<file path="src/hw/dw_consts.svh">
`ifndef DW_CONSTS_SVH
`define DW_CONSTS_SVH

// frame layout, most significant bit first
`define DW_FRAME_BITS 24
`define DW_CNT_W 5
`define DW_OP_HI 23
`define DW_OP_LO 20
`define DW_SLOT_HI 19
`define DW_SLOT_LO 18
`define DW_CHAN_HI 17
`define DW_CHAN_LO 16
`define DW_DATA_HI 8
`define DW_DATA_LO 0
`define DW_MODE_BIT 8

// opcode_bits encodings
`define DW_OP_NOP 4'h0
`define DW_OP_WAKE 4'h1
`define DW_OP_PROG 4'h2
`define DW_OP_SAVE 4'h3
`define DW_OP_WRITE 4'h4
`define DW_OP_UP 4'h7
`define DW_OP_SLEEP 4'h8
`define DW_OP_RESET 4'h9
`define DW_OP_RDSLOT 4'hA
`define DW_OP_LOAD 4'hB
`define DW_OP_RDWIPER 4'hC
`define DW_OP_ERASE 4'hD
`define DW_OP_DOWN 4'hF

// wiper range and saved word values
`define DW_POS_MIN 8'h00
`define DW_POS_MAX 8'hFF
`define DW_SLOT_DEFAULT 9'h080
`define DW_SLOT_ERASED 9'h1FF

// internal nonvolatile access cycle, least time
`define DW_CLK_MHZ 250
`define DW_NV_ACCESS_NS 1000
`define DW_NV_CYC ((`DW_NV_ACCESS_NS * `DW_CLK_MHZ + 999) / 1000)
`define DW_BUSY_W 9

`endif

</file>
<file path="src/hw/dw_pkg.sv">
`include "dw_consts.svh"

package dw_pkg;

  typedef enum logic [1:0] {
    DW_ST_INIT = 2'b00,
    DW_ST_IDLE = 2'b01,
    DW_ST_BUSY = 2'b10
  } dw_fsm_t;

  // one channel as seen by the analog side
  typedef struct packed {
    logic buffer_mode_bit;
    logic [7:0] wiper_position_reg;
  } dw_wiper_t;

  typedef struct packed {
    logic cs_meta;
    logic cs_sync;
    logic cs_prev;
    logic sclk_meta;
    logic sclk_sync;
    logic sclk_prev;
    logic sdi_meta;
    logic sdi_sync;
    logic wp_meta;
    logic wp_sync;
    dw_fsm_t st;
    logic armed;
    logic awake;
    logic [`DW_FRAME_BITS-1:0] rx;
    logic [`DW_CNT_W-1:0] cnt;
    logic [`DW_FRAME_BITS-1:0] tx;
    logic [`DW_FRAME_BITS-1:0] resp;
    logic resp_valid;
    logic [`DW_BUSY_W-1:0] busy_cnt;
    dw_wiper_t [1:0] chan;
    logic [1:0][3:0][8:0] saved_setting_store;
  } dw_state_t;

endpackage

</file>
<file path="src/hw/dw_wiper_ctrl.sv">
`timescale 1ns/10ps
`include "dw_consts.svh"

// What this block does
// - sample serial input on each rising serial clock edge while selected
// - first output bit at select fall, later bits on falling serial clock
// - select high releases output and enters standby unless access cycle runs
// - ignore everything until a select falling edge after power-up
// - ready/busy low acknowledges read, program, load and save commands
// - ready/busy released high when the access cycle ends, whether or not selected
// - nonvolatile access runs a timed cycle; commands refused until done
// - ready/busy valid for every command, high when no cycle runs
// - write guard low blocks nonvolatile changes; slot reads and loads allowed
// - each channel holds four 9-bit saved words, position plus buffer mode
// - power-up and software reset load each channel from slot 0
// - wiper register is 8 bits, 256 positions
// - buffer mode bit 0 off, 1 on, independent per channel
// - mode changes only via load or slot 0 recall; direct write keeps mode
// - up and down move one step and saturate at the ends
// - direct write replaces wiper register with host 8-bit value
// - program slot stores host 9-bit data into selected slot
// - save wiper copies wiper and mode into selected slot
// - two slot-select bits of the instruction byte pick the slot
// - load wiper copies selected slot into wiper and mode
// - 24-bit frame msb first: opcode, address, seven ignored, nine data
// - opcode table for read, write, program, load, save, step, power commands
// - channel select 00 picks channel 0, 01 channel 1, others unused
// - asleep after power-up, reset or sleep; only wake accepted
module dw_wiper_ctrl
  import dw_pkg::*;
(
  input wire logic clk_i,
  input wire logic resetn_i,
  input wire logic cs_n_i,
  input wire logic sclk_i,
  input wire logic sdi_i,
  input wire logic wp_n_i,
  output logic sdo_o,
  output logic sdo_oe_o,
  output logic rdy_o,
  output logic rdy_oe_o,
  output logic standby_o,
  output logic awake_o,
  output dw_wiper_t [1:0] wiper_o
);

  // whole block state, registered in one place
  dw_state_t q;
  dw_state_t d;

  // edge and select decode of the synced pins
  logic cs_fall;
  logic cs_rise;
  logic sclk_rise;
  logic sclk_fall;
  logic selected;
  logic frame_done;

  // edges are taken from the synchronised copies only
  assign cs_fall = q.cs_prev & ~q.cs_sync;
  assign cs_rise = ~q.cs_prev & q.cs_sync;
  assign sclk_rise = ~q.sclk_prev & q.sclk_sync;
  assign sclk_fall = q.sclk_prev & ~q.sclk_sync;
  assign selected = ~q.cs_sync;

  // short frames never execute, long ones run on their last 24 bits; arming needs a select fall first
  assign frame_done = cs_rise & q.armed & (q.cnt == `DW_CNT_W'(`DW_FRAME_BITS));

  always_comb
  begin
    // fields of the frame just received
    logic [3:0] op;
    logic [1:0] slot;
    logic [1:0] chan_sel;
    logic ch;
    logic chan_ok;
    logic [8:0] data;
    logic [8:0] stored;
    logic nv_go;
    op = q.rx[`DW_OP_HI:`DW_OP_LO];
    slot = q.rx[`DW_SLOT_HI:`DW_SLOT_LO];
    chan_sel = q.rx[`DW_CHAN_HI:`DW_CHAN_LO];
    ch = chan_sel[0];
    chan_ok = (chan_sel[1] == 1'b0);
    data = q.rx[`DW_DATA_HI:`DW_DATA_LO];
    stored = q.saved_setting_store[ch][slot];
    nv_go = 1'b0;

    // by default every field keeps its value
    d = q;

    // two flops per pin before any logic looks
    d.cs_meta = cs_n_i;
    d.cs_sync = q.cs_meta;
    d.cs_prev = q.cs_sync;

    // serial clock, edges found one flop later
    d.sclk_meta = sclk_i;
    d.sclk_sync = q.sclk_meta;
    d.sclk_prev = q.sclk_sync;
    // data and write guard, plain levels
    d.sdi_meta = sdi_i;
    d.sdi_sync = q.sdi_meta;
    d.wp_meta = wp_n_i;
    d.wp_sync = q.wp_meta;

    // frame start: arm, clear count, load first output bit
    if (cs_fall)
    begin
      d.armed = 1'b1;
      d.cnt = '0;
      // read result if one is pending, else the last frame for daisy chaining
      d.tx = q.resp_valid ? q.resp : q.rx;
      d.resp_valid = 1'b0;
    end

    // shift in on rising serial clock, msb first
    if (selected && sclk_rise && !cs_fall)
    begin
      d.rx = {q.rx[`DW_FRAME_BITS-2:0], q.sdi_sync};
      if (q.cnt != `DW_CNT_W'(`DW_FRAME_BITS))
      begin
        d.cnt = q.cnt + `DW_CNT_W'(1);
      end
    end

    // later output bits move on the falling serial clock
    if (selected && sclk_fall && !cs_fall)
    begin
      d.tx = {q.tx[`DW_FRAME_BITS-2:0], 1'b0};
    end

    // sequencer: power-up recall, idle decode, access cycle
    case (q.st)
      // recall slot 0; one cycle after power-up or software reset
      DW_ST_INIT:
      begin
        for (int i = 0; i < 2; i++)
        begin
          d.chan[i] = q.saved_setting_store[i][0];
        end
        d.st = DW_ST_IDLE;
      end

      // waiting for a complete frame
      DW_ST_IDLE:
      begin
        // short frames are dropped; long frames run on their last 24 bits
        if (frame_done)
        begin
          // asleep: nothing but wake is taken
          if (!q.awake)
          begin
            if (op == `DW_OP_WAKE)
            begin
              d.awake = 1'b1;
            end
          end
          else
          begin
            case (op)
              // power commands act on the whole device
              `DW_OP_WAKE: d.awake = 1'b1;
              `DW_OP_SLEEP: d.awake = 1'b0;
              // software reset: recall slot 0 and fall asleep
              `DW_OP_RESET:
              begin
                d.awake = 1'b0;
                d.st = DW_ST_INIT;
              end

              // direct position write
              `DW_OP_WRITE:
              begin
                if (chan_ok)
                begin
                  // mode bit left alone on a direct write
                  d.chan[ch].wiper_position_reg = data[7:0];
                end
              end

              // single steps, held at the ends rather than wrapping
              `DW_OP_UP:
              begin
                if (chan_ok && q.chan[ch].wiper_position_reg != `DW_POS_MAX)
                begin
                  d.chan[ch].wiper_position_reg =
                    q.chan[ch].wiper_position_reg + 8'h01;
                end
              end

              `DW_OP_DOWN:
              begin
                if (chan_ok && q.chan[ch].wiper_position_reg != `DW_POS_MIN)
                begin
                  d.chan[ch].wiper_position_reg =
                    q.chan[ch].wiper_position_reg - 8'h01;
                end
              end

              // reads answer in the next frame, with a busy cycle like the rest
              `DW_OP_RDWIPER:
              begin
                if (chan_ok)
                begin
                  // echo the instruction byte, then the wiper word
                  d.resp = {q.rx[`DW_OP_HI:`DW_CHAN_LO], 7'h00, q.chan[ch]};
                  d.resp_valid = 1'b1;
                  nv_go = 1'b1;
                end
              end

              `DW_OP_RDSLOT:
              begin
                if (chan_ok)
                begin
                  // echo the instruction byte, then the stored word
                  d.resp = {q.rx[`DW_OP_HI:`DW_CHAN_LO], 7'h00, stored};
                  d.resp_valid = 1'b1;
                  nv_go = 1'b1;
                end
              end

              // stores; the guard pin blocks the write but not the busy cycle
              `DW_OP_PROG:
              begin
                if (chan_ok)
                begin
                  if (q.wp_sync)
                  begin
                    d.saved_setting_store[ch][slot] = data;
                  end
                  nv_go = 1'b1;
                end
              end

              `DW_OP_SAVE:
              begin
                if (chan_ok)
                begin
                  if (q.wp_sync)
                  begin
                    d.saved_setting_store[ch][slot] = q.chan[ch];
                  end
                  nv_go = 1'b1;
                end
              end

              `DW_OP_ERASE:
              begin
                if (chan_ok)
                begin
                  if (q.wp_sync)
                  begin
                    d.saved_setting_store[ch][slot] = `DW_SLOT_ERASED;
                  end
                  nv_go = 1'b1;
                end
              end

              `DW_OP_LOAD:
              begin
                if (chan_ok)
                begin
                  // besides the slot 0 recall, the only path that changes the buffer mode
                  d.chan[ch] = stored;
                  nv_go = 1'b1;
                end
              end

              // nop and unused codes leave everything as it was
              default: d.awake = q.awake;
            endcase
          end
          // every nonvolatile access, read or write, holds off the next frame
          if (nv_go)
          begin
            d.busy_cnt = `DW_BUSY_W'(`DW_NV_CYC);
            d.st = DW_ST_BUSY;
          end
        end
      end

      // nonvolatile access cycle in progress
      DW_ST_BUSY:
      begin
        // frames arriving now are ignored; the host is meant to poll first
        d.busy_cnt = q.busy_cnt - `DW_BUSY_W'(1);
        if (q.busy_cnt == `DW_BUSY_W'(1))
        begin
          d.st = DW_ST_IDLE;
        end
      end

      // unreachable codes fall back to a fresh recall
      default: d.st = DW_ST_INIT;
    endcase
  end

  // single state register; saved words restart at their default
  always_ff @(posedge clk_i or negedge resetn_i)
  begin
    if (!resetn_i)
    begin
      q <= '0;
      q.cs_meta <= 1'b1;
      q.cs_sync <= 1'b1;
      q.cs_prev <= 1'b1;
      q.wp_meta <= 1'b1;
      q.wp_sync <= 1'b1;
      q.st <= DW_ST_INIT;
      q.saved_setting_store <= {8{`DW_SLOT_DEFAULT}};
    end
    else
    begin
      // every field moves together
      q <= d;
    end
  end

  // open drain: only ever pull low
  assign sdo_o = 1'b0;
  // held off in the select-fall cycle, while tx still holds leftovers
  assign sdo_oe_o = selected & ~cs_fall & ~q.tx[`DW_FRAME_BITS-1];

  // ready/busy is open drain too
  assign rdy_o = 1'b0;
  // low while the access cycle or the slot 0 recall runs, so every command can be polled
  assign rdy_oe_o = (q.st != DW_ST_IDLE);
  // standby waits for a running access cycle to finish
  assign standby_o = q.cs_sync & (q.st == DW_ST_IDLE);
  assign awake_o = q.awake;

  // per-channel outputs to the analog ladder
  for (genvar g = 0; g < 2; g++)
  begin : g_chan
    assign wiper_o[g] = q.chan[g];
  end

endmodule // dw_wiper_ctrl
</file>
<file path="config.mk">
export PLATFORM = sky130hd
export DESIGN_NAME = dw_wiper_ctrl
export DESIGN_NICKNAME = d
export VERILOG_FILES = /design/src/hw/dw_pkg.sv /design/src/hw/dw_wiper_ctrl.sv
export VERILOG_INCLUDE_DIRS = /design/src /design/src/hw
export SDC_FILE = /design/constraint.sdc
export NUM_CORES = 1
export LEC_CHECK = 0
export BUFFER_PORTS_ARGS = -buffer_cell sky130_fd_sc_hd__buf_2
export CAP_MARGIN = 20
export CORE_ASPECT_RATIO = 0.8
export CORE_MARGIN = 1
export CORE_UTILIZATION = 33
export CTS_BUF_LIST = sky130_fd_sc_hd__clkbuf_2
export DETAILED_ROUTE_END_ITERATION = 8
export PLACE_DENSITY_LB_ADDON = 0.08
export SYNTH_ARGS = -nofsm -noshare
export SYNTH_HDL_FRONTEND = slang
export SYNTH_SLANG_ARGS = --single-unit
</file>
<file path="constraint.sdc">
create_clock -name clk_i -period 3.85 [get_ports clk_i]
set_clock_uncertainty 0.2 [all_clocks]
set_input_delay 1.155 -clock clk_i [delete_from_list [all_inputs] [get_ports clk_i]]
set_output_delay 1.155 -clock clk_i [all_outputs]
set_load 0.05 [all_outputs]
</file>
Word level (Yosys, flattened, before mapping)
Index checks and enable logic that the tools add are counted.
{ "totals": {"regBits": 191, "in_bits": 6, "output_inout_bits": 24, "wordCells": 180} }
{ "op_classes": {"n_addsub": 4, "order_cmp": 4, "n_eq_ne": 38, "muxes": 62, "bitwise": 17, "n_reduce_logical": 24} }
{ "ops": {"columns": ["op", "n"], "rows": [
  ["two-way mux 72 bit", 6],
  ["case mux 72 bit (3 select lines)", 1],
  ["bitwise mux 72 bit", 2],
  ["two-way mux 36 bit", 3],
  ["two-way mux 100 bit", 1],
  ["two-way mux 90 bit", 1],
  ["bitwise mux 18 bit", 4],
  ["two-way mux 18 bit", 4],
  ["bitwise OR 72 bit", 1],
  ["case mux 18 bit (4 select lines)", 1],
  ["two-way mux 9 bit", 6],
  ["two-way mux 25 bit", 2],
  ["case mux 25 bit (2 select lines)", 1],
  ["two-way mux 24 bit", 2],
  ["demux 36 bit (select 1 bit)", 1],
  ["case mux 18 bit (2 select lines)", 1],
  ["two-way mux 29 bit", 1],
  ["== test 4 bit (second input constant)", 7],
  ["!= test 2 bit (second input constant)", 12],
  ["binary-select mux 9 bit (select 2 bit)", 1],
  ["demux 9 bit (select 1 bit)", 2],
  ["demux 9 bit (select 2 bit)", 1],
  ["case mux 9 bit (2 select lines)", 1],
  ["!= test 3 bit (second input constant)", 5],
  ["other kinds (41)", 82]
]} }

Longest topological paths before layout
{ "depth": {"word_depth": 13, "ltp_mapped": 11, "ltp_nobuf": 9} }

Worst setup path before layout
No wires, ideal clock.
{ "synth_timing": {"path_type": "reg-to-output", "from": "register q[180] (netlist name)", "to": "output standby_o", "arrival_ps": 1902, "required_ps": 2495, "setup_slack_ps": 593, "stages_incl_launch_ff": 5, "path_cell_list": "dfrtp_1 -> nand2b_1 -> clkbuf_1 -> clkbuf_1 -> nor2_1"} }
{ "synth_between": {"elab_chain_cells": 2} }
{ "synth_rtl": {"columns": ["element", "line", "rtl"], "rows": [
  ["start, declared", "dw_wiper_ctrl.sv:48", "dw_state_t q;"],
  ["== test 2 x 1 -> 1 bit", null, null],
  ["AND 1 bit", "dw_wiper_ctrl.sv:331", "assign standby_o = q.cs_sync & (q.st == DW_ST_IDLE);"],
  ["end, declared", "dw_wiper_ctrl.sv:42", "output logic standby_o,"]
]} }
Every way passes these cells.

Final worst setup path
Same ends and word-level chain as after synthesis.

==> impl_metrics.csv <==
group,metric,value,unit
run_status,status,"finished, final reports clean",
final_layout,nFillCells,3070,
yosys,synth_top_area_frac,0.419,
setup_path,path_buf_inv,1,
die,core_area,30300,µm²
yosys,yosysWarnings,0,
detailed_routing,drc_errors,0,
clock_network,cts_resized,0,
power,internal_power,2290,µW
clock_network,h-tree-depth,4,
yosys,syn-cell-area,10200,µm²
sta,finalCriticalPeriod,3.70,ns
grt,grt_pass1_wl,55400,µm
grt,grt_util_all_layers,0.240,
clock_network,path_clk_slew,0.32,ns
die,initial_core_util,0.335,
sta,rsz0062_at_grt,"no",
final_layout,area_delta_synth_final,8.81,%
power,leakagePower,0.00474,µW
clock_network,cts.path.max_buffers,2,
yosys,synth_flop_cell,"dfrtp_1",
placement,placed_area,10800,µm²
power,power_frac_comb,0.090,
yosys,synth_edf_count,0,
yosys,yosys-top-cells-area,"dfrtp_1 (42%), a2bb2oi_1 (5.6%), o21ai_0 (4.8%)",
sta,hold_viol,0,
yosys,yosysUniqueCellTypes,81,
detailed_routing,ant_nets,0,
setup_path,cp_slowest_stage_delay,0.54,ns
grt,grt_max_degree,62,
setup_path,cp_slowest_cell,"dfrtp_1",
clock_network,clkLatencyLatePin,0.86,ns
sta,setup_viol,0,
setup_path,arrival,2.34,ns
sta,final.setup.worst_slack,0.155,ns
min_path,hold_path_class,"in2reg",
power,seqPwrFrac,0.601,
setup_path,critPathCaptureType,"output pin",
die,die_height,159,µm
clock_network,hold_buffers,1,
grt,grt_pass1_vias,8188,
yosys,yosysSeqAreaShare,0.452,
power,clkPwrFrac,0.309,
power,ir_worst_vdd,0.137,mV
detailed_routing,dr.pass1.iters,6,
setup_path,required,2.49,ns
sta,slew_violations,0,
placement,gp_congestion,0.897,
die,die_area,31500,µm²
setup_path,crit_family,"simple AND/OR/NAND/NOR gates",
sta,holdWs,0.136,ns
setup_path,cp-startpoint,"q[180]",
clock_network,clock_sinks,183,
yosys,synthTopCellsByCount,"dfrtp_1 (170), o21ai_0 (97), nand2_1 (70), a2bb2oi_1 (65), nor2_1 (51)",
placement,port_buffers,27,
sta,fin_crit_sh,0.960,
yosys,syn_area_per_cell,10.2,µm²
power,power.share.switching,0.330,
final_layout,drive_gt1_frac,0.186,
clock_network,numCtsBuffers,17,
min_path,holdCritStartpoint,"cs_n_i",
setup_path,reg2reg_from,"q[174]",
die,ios,30,
power,p_switching,1130,µW
placement,dp_hpwl,26000,µm
setup_path,path_max_fanout,7,
yosys,async_flop_share,1.00,
setup_path,critPathKind,"reg2out",
grt,antenna_found_initial,1,
placement,dp_slack,0.697,ns
yosys,ys_ff_latch,183,
setup_path,path_cells,"nand2b_1, nor2_1, buf_2",
clock_network,post_cts_buffers,0,
yosys,yosysTopAreaCell,"dfrtp_1",
die,die_w,198,µm
yosys,yosysMostFrequentCell,"dfrtp_1",
placement,dp_cells,1403,
final_layout,nets,1023,
yosys,synthCells,1000,
setup_path,crit_path_start_kind,"flop",
grt,grt-ovfl-total,0,
final_layout,fin_area,11100,µm²
sta,clock.fmax,0.271,GHz
job,cap_violations,0,
final_layout,stdcell_count,1439,
sta,worst-slew-pin-transition,1.02,ns
detailed_routing,via_per_inst,5.79,
clock_network,cts-root-buf,"clkbuf_2",
detailed_routing,num_vias,8325,
detailed_routing,wire_per_inst,25.5,µm
power,power_density,309,nW/µm²
detailed_routing,totalWireLength,36700,µm
sta,slew_headroom,0.317,
detailed_routing,drt-initial-drc-count,828,
die,rows,57,
sta,fin_tns_setup,0,ns
clock_network,cts_tree,"done",
-- through the flow --
stage | util | total power (µW)
6_report | 0.365 | 3420
3_3_place_gp | 0.356 | 2390
3_5_place_dp | 0.356 | 2380
4_1_cts | 0.364 | 3450
2_1_floorplan | - | 2210
5_1_grt | 0.365 | 3570
-- routing by layer --
layer | routed length [µm] | up-vias | GRT usage | part of all wire
li1 | - | 3746 | - | -
met1 | 18000 | 4213 | 0.374 | 0.49
met2 | 15100 | 329 | 0.326 | 0.41
met3 | 2920 | 37 | 0.0580 | 0.080
met4 | 625 | 0 | 0.0638 | 0.017
met5 | 0 | - | 0 | 0
-- kinds of logic (layout without fill, tap and decap cells) --
family	Yosys count	in the layout	share of synthesized area
AND/OR/NAND/NOR	266	266	0.148
adder cells (fa/ha/maj)	7	7	0.00862
other	1	5	0.000369
flip-flops	183	183	0.452
buffers and inverters	122	144	0.0562
multiplexers	85	85	0.0976
AO/OA/AOI/OAI	323	323	0.225
XOR/XNOR	13	13	0.0112
-- sequential cells by signal (all words and copies together) (netlist names) --
register  flops
awake_o       1
d             6
q           158
wiper_o      18
-- power by group through the flow --
stage	Clock (µW)	Combinational, µW	Sequential, µW
floorplan	0	174	2030
global placement	0	311	2080
CTS	1090	310	2050
detailed placement	0	306	2080
global route	1170	343	2060
finish	1060	309	2050
-- layout make-up --
| type | count | area [µm²] | share of cell area |
|---|---|---|---|
| Tap cell | 413 | 517 | 0.0468 |
| Antenna cell | 3 | 7.51 | 0.000679 |
| Inverter | 33 | 124 | 0.0112 |
| Sequential cell | 183 | 4600 | 0.416 |
| Multi-Input combinational cell | 696 | 5010 | 0.453 |
| Clock inverter | 15 | 153 | 0.0138 |
| Clock buffer | 17 | 85.1 | 0.00770 |
| Timing Repair Buffer | 79 | 562 | 0.0508 |
-- cells in the final DEF, fill, tap and decap left out, drive strengths merged, types with 20 or more instances in the layout --
cell,count
a21oi,40
a2bb2oi,66
buf,77
dfrtp,170
inv,42
mux2,29
mux2i,48
nand2,70
nand3,25
nor2,59
nor3,20
o21ai,99
-- path summary, 6_finish.rpt --
check | slack (ns) | endpoint | cells past startpoint
max in group asynchronous | 2.03 | q[61] | 3
min in group asynchronous | 0.61 | q[51] | 2
setup / recovery | 0.15 | standby_o | 3
setup reg to reg | 0.61 | q[60] | 6
hold / removal | 0.14 | d[189] | 1
hold reg to reg | 0.18 | q[181] | 0
No activity file was read; power rests on OpenSTA's default activity.
